### config.mk
export PLATFORM = sky130hd
export DESIGN_NAME = drive_password_security_fsm
export DESIGN_NICKNAME = d
export VERILOG_FILES = /design/src/hdl/pwsec_pkg.sv /design/src/hdl/drive_password_security_fsm.sv
export VERILOG_INCLUDE_DIRS = /design/src /design/src/hdl
export SDC_FILE = /design/constraint.sdc
export NUM_CORES = 2
export LEC_CHECK = 0
export BUFFER_PORTS_ARGS = -buffer_cell sky130_fd_sc_hd__buf_2
export CAP_MARGIN = 20
export CORE_ASPECT_RATIO = 1.1
export CORE_UTILIZATION = 30
export DETAILED_ROUTE_END_ITERATION = 8
export GPL_TIMING_DRIVEN = 0
export HOLD_SLACK_MARGIN = 0.05
export SETUP_SLACK_MARGIN = 0.5
export SYNTH_ARGS = -nofsm -noshare
export SYNTH_HDL_FRONTEND = slang
export SYNTH_SLANG_ARGS = --single-unit
### constraint.sdc
create_clock -name aclk -period 2.7 [get_ports aclk]
set_clock_uncertainty 0.15 [all_clocks]
set_input_delay 0.27 -clock aclk [delete_from_list [all_inputs] [get_ports aclk]]
set_output_delay 0.27 -clock aclk [all_outputs]
set_load 0.005 [all_outputs]
### src/hdl/pwsec_map.svh
// register offsets, field positions, reset values and command codes of the password block
`ifndef PWSEC_MAP_SVH
`define PWSEC_MAP_SVH

`define PWS_ADDR_W 8
`define PWS_OFF_CMD 8'h00
`define PWS_OFF_STATUS 8'h04
`define PWS_OFF_CTRLW 8'h08
`define PWS_OFF_REV 8'h0C
`define PWS_OFF_PW0 8'h10
`define PWS_OFF_PW7 8'h2C
`define PWS_OFF_IDENT 8'h30
`define PWS_OFF_REVRD 8'h34

`define PWS_PW_WORDS 8
`define PWS_PW_BITS 256
`define PWS_BIT_ID 0
`define PWS_BIT_LEVEL 8
`define PWS_REV_MAX_VALID 16'hFFFD
`define PWS_REV_FACTORY 16'hFFFE
`define PWS_MASTER_FACTORY {32{8'h20}}
`define PWS_TRIES_INIT 5

`define PWS_CMD_SET 8'hF1
`define PWS_CMD_UNLOCK 8'hF2
`define PWS_CMD_PREP 8'hF3
`define PWS_CMD_ERASE 8'hF4
`define PWS_CMD_FREEZE 8'hF5
`define PWS_CMD_DISABLE 8'hF6
`define PWS_CMD_RD_SECT 8'h20
`define PWS_CMD_WR_SECT 8'h30
`define PWS_CMD_RD_DMA 8'hC8
`define PWS_CMD_WR_DMA 8'hCA
`define PWS_CMD_RD_VER 8'h40
`define PWS_CMD_FLUSH 8'hE7

`define PWS_RESP_OKAY 2'h0
`define PWS_RESP_SLVERR 2'h2

`endif

### src/hdl/pwsec_pkg.sv
// types shared by the password security block
package pwsec_pkg;

  typedef struct packed {
    logic lock_en;
    logic level_max;
    logic locked;
    logic frozen;
    logic [2:0] tries;
  } sec_state_t;

  typedef struct packed {
    logic done;
    logic aborted;
    logic [7:0] code;
  } cmd_result_t;

endpackage

### src/hdl/drive_password_security_fsm.sv
// password security state machine with an axi4-lite register port
//
// Notes on behaviour
// - storing a user password enables protection
// - locked device aborts media commands until unlocked
// - master password store keeps lock and level
// - high level: unlock also by master password
// - maximum level: master unlocks only via erase
// - after freeze, password changes refused until reset
// - factory master is all 20h, lock off
// - user password locks only from next reset
// - revisions 0000h-FFFDh valid, factory FFFEh
// - set sector: level, identifier, password, revision
// - user at high: unlock by user or master
// - user at maximum: unlock only by user
// - master set stores password and revision only
// - set password aborted when locked or frozen
// - unlock sector: identifier bit and password
// - master unlock: compare high, reject maximum
// - user unlock compares stored user password
// - mismatch while locked aborts and decrements counter
// - counter zero aborts unlock and erase
// - unlocked unlock keeps counter; frozen unlock aborts
// - lost user at maximum: erase with master
// - identify word 128 reports feature support
// - erase unit needs erase prepare just before
// - frozen rejects set, unlock, disable, erase
`timescale 1ns/10ps
`default_nettype none
`include "pwsec_map.svh"

module drive_password_security_fsm #(
  parameter int unsigned TRIES = `PWS_TRIES_INIT,
  parameter logic [15:0] SUPPORT_MASK = 16'h0001
)(
  input wire logic aclk,
  input wire logic aresetn,
  input wire logic factory_init,
  input wire logic [`PWS_ADDR_W-1:0] s_axi_awaddr,
  input wire logic s_axi_awvalid,
  output logic s_axi_awready,
  input wire logic [31:0] s_axi_wdata,
  input wire logic [3:0] s_axi_wstrb,
  input wire logic s_axi_wvalid,
  output logic s_axi_wready,
  output logic [1:0] s_axi_bresp,
  output logic s_axi_bvalid,
  input wire logic s_axi_bready,
  input wire logic [`PWS_ADDR_W-1:0] s_axi_araddr,
  input wire logic s_axi_arvalid,
  output logic s_axi_arready,
  output logic [31:0] s_axi_rdata,
  output logic [1:0] s_axi_rresp,
  output logic s_axi_rvalid,
  input wire logic s_axi_rready,
  output logic media_denied,
  output logic erase_start,
  output pwsec_pkg::cmd_result_t cmd_result
);
  import pwsec_pkg::*;
  if (TRIES < 1 || TRIES > 7)
  begin : g_bad_tries
    $error("TRIES must lie in 1..7");
  end
  // ----------------------------------------------------------------
  // register port
  // ----------------------------------------------------------------
  logic wr_fire;
  logic [`PWS_ADDR_W-1:0] wr_addr;
  logic wr_hit;
  logic cmd_fire;
  logic [31:0] ctrlw_reg;
  logic [31:0] rev_buf_reg;
  logic [31:0] pw_buf_reg [`PWS_PW_WORDS];
  logic [`PWS_PW_BITS-1:0] pw_flat;
  logic [1:0] bresp_reg;
  logic bvalid_reg;
  logic [31:0] rdata_reg;
  logic [1:0] rresp_reg;
  logic rvalid_reg;
  logic [31:0] rd_word;
  logic rd_hit;
  logic [15:0] ident_word;
  sec_state_t st_reg;
  sec_state_t st_next;
  logic [`PWS_PW_BITS-1:0] user_pw_reg;
  logic [`PWS_PW_BITS-1:0] user_pw_next;
  logic [`PWS_PW_BITS-1:0] master_pw_reg;
  logic [`PWS_PW_BITS-1:0] master_pw_next;
  logic [15:0] rev_reg;
  logic [15:0] rev_next;
  logic prep_reg;
  logic prep_next;
  logic abort;
  logic erase_go;
  logic pw_match;
  logic sel_master;
  logic [7:0] cmd_code;
  function automatic logic [31:0] merge(input logic [31:0] old_v,
                                        input logic [31:0] new_v,
                                        input logic [3:0] strb);
    logic [31:0] r;
    r = old_v;
    for (int b = 0; b < 4; b++)
    begin
      if (strb[b])
      begin
        r[b*8 +: 8] = new_v[b*8 +: 8];
      end
    end
    return r;
  endfunction
  assign wr_fire = s_axi_awvalid && s_axi_wvalid && !bvalid_reg;
  assign s_axi_awready = wr_fire;
  assign s_axi_wready = wr_fire;
  assign wr_addr = s_axi_awaddr;
  assign cmd_fire = wr_fire && (wr_addr == `PWS_OFF_CMD) && s_axi_wstrb[0];
  assign cmd_code = s_axi_wdata[7:0];
  assign wr_hit = (wr_addr == `PWS_OFF_CMD) || (wr_addr == `PWS_OFF_CTRLW)
    || (wr_addr == `PWS_OFF_REV)
    || (wr_addr >= `PWS_OFF_PW0 && wr_addr <= `PWS_OFF_PW7 && wr_addr[1:0] == 2'h0);
  always_ff @(posedge aclk)
  begin
    if (!aresetn)
    begin
      bvalid_reg <= 1'b0;
      bresp_reg <= `PWS_RESP_OKAY;
    end
    else if (wr_fire)
    begin
      bvalid_reg <= 1'b1;
      bresp_reg <= wr_hit ? `PWS_RESP_OKAY : `PWS_RESP_SLVERR;
    end
    else if (s_axi_bready)
    begin
      bvalid_reg <= 1'b0;
    end
  end
  assign s_axi_bvalid = bvalid_reg;
  assign s_axi_bresp = bresp_reg;
  // sector words of the host data transfer
  always_ff @(posedge aclk)
  begin
    if (!aresetn)
    begin
      ctrlw_reg <= 32'h0000_0000;
      rev_buf_reg <= 32'h0000_0000;
    end
    else if (wr_fire && wr_addr == `PWS_OFF_CTRLW)
    begin
      ctrlw_reg <= merge(ctrlw_reg, s_axi_wdata, s_axi_wstrb);
    end
    else if (wr_fire && wr_addr == `PWS_OFF_REV)
    begin
      rev_buf_reg <= merge(rev_buf_reg, s_axi_wdata, s_axi_wstrb);
    end
  end
  for (genvar i = 0; i < `PWS_PW_WORDS; i++)
  begin : g_pw
    localparam logic [`PWS_ADDR_W-1:0] OFF = `PWS_ADDR_W'(`PWS_OFF_PW0 + 4 * i);
    always_ff @(posedge aclk)
    begin
      if (!aresetn)
      begin
        pw_buf_reg[i] <= 32'h0000_0000;
      end
      else if (wr_fire && wr_addr == OFF)
      begin
        pw_buf_reg[i] <= merge(pw_buf_reg[i], s_axi_wdata, s_axi_wstrb);
      end
    end
    assign pw_flat[i*32 +: 32] = pw_buf_reg[i];
  end
  // read side
  assign ident_word = SUPPORT_MASK | {10'h000, st_reg.level_max, (st_reg.tries == 3'h0),
                      st_reg.frozen, st_reg.locked, st_reg.lock_en, 1'b0};
  always_comb
  begin
    rd_hit = 1'b1;
    rd_word = 32'h0000_0000;
    unique case (s_axi_araddr)
      `PWS_OFF_STATUS: rd_word = {22'h00_0000, cmd_result.done, cmd_result.aborted,
                                  1'b0, st_reg};
      `PWS_OFF_CTRLW: rd_word = ctrlw_reg;
      `PWS_OFF_REV: rd_word = rev_buf_reg;
      `PWS_OFF_IDENT: rd_word = {16'h0000, ident_word};
      `PWS_OFF_REVRD: rd_word = {16'h0000, rev_reg};
      `PWS_OFF_CMD: rd_word = {24'h00_0000, cmd_result.code};
      default: rd_hit = 1'b0;
    endcase
  end
  always_ff @(posedge aclk)
  begin
    if (!aresetn)
    begin
      rvalid_reg <= 1'b0;
      rdata_reg <= 32'h0000_0000;
      rresp_reg <= `PWS_RESP_OKAY;
    end
    else if (s_axi_arvalid && !rvalid_reg)
    begin
      rvalid_reg <= 1'b1;
      rdata_reg <= rd_word;
      rresp_reg <= rd_hit ? `PWS_RESP_OKAY : `PWS_RESP_SLVERR;
    end
    else if (s_axi_rready)
    begin
      rvalid_reg <= 1'b0;
    end
  end
  assign s_axi_arready = !rvalid_reg;
  assign s_axi_rvalid = rvalid_reg;
  assign s_axi_rdata = rdata_reg;
  assign s_axi_rresp = rresp_reg;
  // ----------------------------------------------------------------
  // command interpreter
  // ----------------------------------------------------------------
  assign sel_master = ctrlw_reg[`PWS_BIT_ID];
  assign pw_match = sel_master ? (pw_flat == master_pw_reg) : (pw_flat == user_pw_reg);

  always_comb
  begin
    st_next = st_reg;
    user_pw_next = user_pw_reg;
    master_pw_next = master_pw_reg;
    rev_next = rev_reg;
    prep_next = cmd_fire ? 1'b0 : prep_reg;
    abort = 1'b0;
    erase_go = 1'b0;
    if (cmd_fire)
    begin
      unique case (cmd_code)
        `PWS_CMD_SET:
        begin
          if (st_reg.locked || st_reg.frozen)
          begin
            abort = 1'b1;
          end
          else if (sel_master)
          begin
            if (rev_buf_reg[15:0] > `PWS_REV_MAX_VALID)
            begin
              abort = 1'b1;
            end
            else
            begin
              master_pw_next = pw_flat;
              rev_next = rev_buf_reg[15:0];
            end
          end
          else
          begin
            user_pw_next = pw_flat;
            st_next.level_max = ctrlw_reg[`PWS_BIT_LEVEL];
            st_next.lock_en = 1'b1;
          end
        end
        `PWS_CMD_UNLOCK:
        begin
          if (st_reg.frozen || st_reg.tries == 3'h0)
          begin
            abort = 1'b1;
          end
          else if (sel_master && st_reg.level_max)
          begin
            abort = 1'b1;
          end
          else if (!pw_match)
          begin
            abort = 1'b1;
            if (st_reg.locked)
            begin
              st_next.tries = st_reg.tries - 3'h1;
            end
          end
          else
          begin
            st_next.locked = 1'b0;
          end
        end
        `PWS_CMD_PREP:
        begin
          if (st_reg.frozen)
          begin
            abort = 1'b1;
          end
          else
          begin
            prep_next = 1'b1;
          end
        end
        `PWS_CMD_ERASE:
        begin
          if (st_reg.frozen || st_reg.tries == 3'h0 || !prep_reg || !pw_match)
          begin
            abort = 1'b1;
          end
          else
          begin
            erase_go = 1'b1;
            st_next.locked = 1'b0;
            st_next.lock_en = 1'b0;
          end
        end
        `PWS_CMD_FREEZE:
        begin
          if (st_reg.locked)
          begin
            abort = 1'b1;
          end
          else
          begin
            st_next.frozen = 1'b1;
          end
        end
        `PWS_CMD_DISABLE:
        begin
          if (st_reg.locked || st_reg.frozen || !pw_match)
          begin
            abort = 1'b1;
          end
          else
          begin
            st_next.lock_en = 1'b0;
          end
        end
        `PWS_CMD_RD_SECT, `PWS_CMD_WR_SECT, `PWS_CMD_RD_DMA, `PWS_CMD_WR_DMA,
        `PWS_CMD_RD_VER, `PWS_CMD_FLUSH:
        begin
          abort = st_reg.locked;
        end
        default:
        begin
          abort = 1'b0;
        end
      endcase
    end
  end

  // ----------------------------------------------------------------
  // state registers
  // ----------------------------------------------------------------
  always_ff @(posedge aclk)
  begin
    if (!aresetn)
    begin
      st_reg.lock_en <= factory_init ? 1'b0 : st_reg.lock_en;
      st_reg.level_max <= factory_init ? 1'b0 : st_reg.level_max;
      st_reg.locked <= factory_init ? 1'b0 : st_reg.lock_en;
      st_reg.frozen <= 1'b0;
      st_reg.tries <= 3'(TRIES);
    end
    else
    begin
      st_reg <= st_next;
    end
  end

  always_ff @(posedge aclk)
  begin
    if (!aresetn && factory_init)
    begin
      master_pw_reg <= `PWS_MASTER_FACTORY;
      user_pw_reg <= '0;
      rev_reg <= `PWS_REV_FACTORY;
    end
    else if (aresetn)
    begin
      master_pw_reg <= master_pw_next;
      user_pw_reg <= user_pw_next;
      rev_reg <= rev_next;
    end
  end

  always_ff @(posedge aclk)
  begin
    if (!aresetn)
    begin
      prep_reg <= 1'b0;
      erase_start <= 1'b0;
      cmd_result <= '0;
    end
    else
    begin
      prep_reg <= prep_next;
      erase_start <= erase_go;
      if (cmd_fire)
      begin
        cmd_result <= '{done: 1'b1, aborted: abort, code: cmd_code};
      end
    end
  end

  assign media_denied = st_reg.locked;

endmodule
`default_nettype wire

==> results.cfg <==
[yosys]
synth_edf_count = 259
dominantRegCellSynth = sky130_fd_sc_hd__dfxtp_1
synth.avg_cell_area_um2 = 9.18
synth_seq_cells = 903
asyncSetResetFlopFracSynth = 0
postSynthCellCount = 4239
synth_warnings = 0
ys_seq_area_frac = 0.531
syn_area_mm2 = 0.0389
synth.distinct_cells = 54

[cells_and_area]
nFillCells = 12400
layout.cells.non_filler = 6406
num-nets-final = 4682
leading_cell_type_in_the_layout_fill_and_taps_excluded = sky130_fd_sc_hd__nand2_1
sequential_cell_area_mm2 = 0.0207
area.growth.synth_to_final_pct = 31.5
layout_common_cells = sky130_fd_sc_hd__nand2_1 (1033), sky130_fd_sc_hd__dfxtp_1 (642), sky130_fd_sc_hd__a21oi_1 (472)
layout.core_utilization = 0.398
drive_above_1_share = 0.203
multi_input_comb_area_mm2 = 0.0194

[floorplanning]
std_cell_rows = 138
pin_count = 113
dieArea_mm2 = 0.131
fp.dieW_um = 345
die_span_y_um = 380
core_mm2 = 0.129
initial_standard_cell_utilization_of_the_core = 0.303

[global_route]
grtUsageTotal = 0.243
grt_antenna_before_repair = 29
grt_start_max_net_pins = 14
vias_in_the_first_global_route = 31400
grt_overflow = 0
grt_first_pass_wirelength_mm = 230

[clock_network]
cts_root_buffer = sky130_fd_sc_hd__clkbuf_16
clkTransAtPathRegs_ns = 0.07
cts.htree.levels = 3
clock_tree_from_tritoncts = done
cts_buffers = 95
worst_skew_pair.late_latency_ns = 0.70
max-clock-path-buffers = 3
tritoncts_num_sinks = 903

[timing]
period_minus_slack_ns = 3.62
maxClockFrequency_mhz = 276
slew_headroom = 0.248
finalSetupViolations = 660
worstMarginPinSlew_ns = 1.13
final-hold-violation-count = 0
rsz0062_at_grt = true
timing_max_transition_violations_final = 0
layout_worst_path_cycle_share = 1.34
layout_setup_ws_ns = -0.922

[worst_setup_path]
r2r-start = ctrlw_reg[0]$_SDFFE_PN0P_
cp_max_fo = 7
start_to_end_type_of_the_worst_setup_path = reg -> reg
required_ns = 2.95
critical_path_startpoint_category = register
reg2reg_slack_ns = -0.92
reg2regPathDepth = 12
worst_setup_path_end_kind = register
rr_endpoint = ident_word[1]$_DFFE_PP_
crit_arrival_ns = 3.88

[placed_design]
place_inst = 6032
hpwl_reported_at_the_end_of_detailed_placement_mm = 110
portBuffers = 104
gp_congestion = 0.992

[min_path]
timing.hold.worst_endpoint = s_axi_rdata[3]$_SDFFE_PN0P_
min_path_cells = 5
hold_path_class = in -> reg
launch_point_of_the_worst_hold_path = s_axi_araddr[6]

[flow_run]
maxCapViolCount = 0

[status]
failed_checks = negative setup slack
run_status = finished, violations left

[route]
final_antenna_net_count = 0
post_drt_via_cell_ratio = 5.37
vias = 34400
detail_route.wl_per_cell_um = 26.0
dr.first_iter.drc_count = 4581
dr.pass1.iters = 7
post-route-drc-count = 0
wirelength_mm = 167

[power_and_ir_drop]
power_density_mw_per_mm2 = 571
power.leakage_nw = 17.5
maximum_vdd_ir_drop_uv = 418
## metrics by stage
stage          hold WS, ns  TNS [ns]  power [mW]  setup slack, ns  instance area, um^2
2_1_floorplan        0.258  -0.00680        14.9         -0.00680                39500
3_3_place_gp         0.290   -653.54        15.6            -2.01                42100
3_5_place_dp         0.296   -623.90        15.6            -2.00                42300
4_1_cts             0.0267   -151.81        29.2           -0.821                49200
5_1_grt             0.0734   -140.38        29.8           -0.939                51100
6_report            0.0342   -125.19        29.2           -0.922                51200
## worst max-delay path by stage
stage                                          from                      end  slack [ns]
after CTS                 ctrlw_reg[0]$_SDFFE_PN0P_  ident_word[1]$_DFFE_PP_       -0.82
final                     ctrlw_reg[0]$_SDFFE_PN0P_  ident_word[1]$_DFFE_PP_       -0.92
after global placement    ctrlw_reg[0]$_SDFFE_PN0P_  ident_word[1]$_DFFE_PP_       -2.01
after global routing      ctrlw_reg[0]$_SDFFE_PN0P_  ident_word[1]$_DFFE_PP_       -0.94
after detailed placement  ctrlw_reg[0]$_SDFFE_PN0P_  ident_word[1]$_DFFE_PP_       -2.00
after floorplan           ctrlw_reg[0]$_SDFFE_PN0P_  ident_word[1]$_DFFE_PP_      -0.007
## power by group
group / internal, mW / switching, mW / total, mW
Sequential: 14.0 / 0.119 / 14.1
Combinational: 0.328 / 1.05 / 1.38
Clock: 7.98 / 5.74 / 13.7
Total: 22.3 / 6.91 / 29.2
## layout make-up
type	count	area share
plain buffers	303	0.0517
clock buffers	148	0.0567
clock inverters	28	0.00623
inverters	6	0.000440
diodes	27	0.00132
well taps	1680	0.0411
repair buffers	282	0.0592
multi-input cells	3029	0.379
flip-flops and latches	903	0.404
## synth_stat cells, drive strengths merged, types with 6 or more instances
cell / count / area, um^2
a22o: 14 / 123
xnor2: 256 / 2240
nor3: 25 / 130
nor4: 71 / 444
clkbuf: 220 / 826
a21oi: 514 / 2570
o21ai: 9 / 45.0
nand3: 116 / 581
nor2: 29 / 109
nand2: 1239 / 4650
dfxtp: 644 / 12900
nor2b: 36 / 225
buf: 83 / 462
mux2: 7 / 86.3
inv: 6 / 22.5
and2: 258 / 1610
a21boi: 73 / 548
edfxtp: 259 / 7780
nand2b: 8 / 50.1
a22oi: 13 / 97.6
nand4: 20 / 125
mux2i: 285 / 2850
## kinds of logic (layout without fill, tap and decap cells)
group | after synthesis | after routing | synth area share
buffers and inverters | 309 | 767 | 0.0337
adder cells (fa/ha/maj) | 2 | 2 | 0.000643
AO/OA/AOI/OAI | 650 | 650 | 0.0927
XOR/XNOR | 256 | 256 | 0.0576
other | 1 | 29 | 0.0000964
flip-flops | 903 | 903 | 0.531
AND/OR/NAND/NOR | 1826 | 1827 | 0.209
multiplexers | 292 | 292 | 0.0755
## critical path: stages (launching register included)
cell	delay, ns
sky130_fd_sc_hd__dfxtp_4	0.39
sky130_fd_sc_hd__buf_12	0.16
sky130_fd_sc_hd__buf_16	0.18
sky130_fd_sc_hd__buf_16	0.19
sky130_fd_sc_hd__mux2i_4	0.26
sky130_fd_sc_hd__xnor2_2	0.15
sky130_fd_sc_hd__nor4_4	0.47
sky130_fd_sc_hd__nand4_1	0.26
sky130_fd_sc_hd__nor4_2	0.34
sky130_fd_sc_hd__nand4_1	0.15
sky130_fd_sc_hd__buf_6	0.17
sky130_fd_sc_hd__nor4bb_4	0.27
sky130_fd_sc_hd__a2bb2oi_2	0.16
## what timing repair did
action,CTS,global route
hold endpoints to repair,48,0
resized for setup,479,349
setup buffers,41,57
setup endpoints to repair,1127,1140
gates cloned,28,10
hold buffers,35,0
pin swaps,38,37
## per-layer routing
layer / part of all wire / wire length [um] / vias to the layer above / track usage
met5: 0.00023 / 38 / - / 0
met4: 0.096 / 16000 / 6 / 0.198
met3: 0.11 / 18100 / 601 / 0.0458
met2: 0.43 / 72000 / 2156 / 0.369
met1: 0.36 / 60700 / 16500 / 0.301
li1: - / - / 15100 / -
Power figures use the tool's default switching activity.
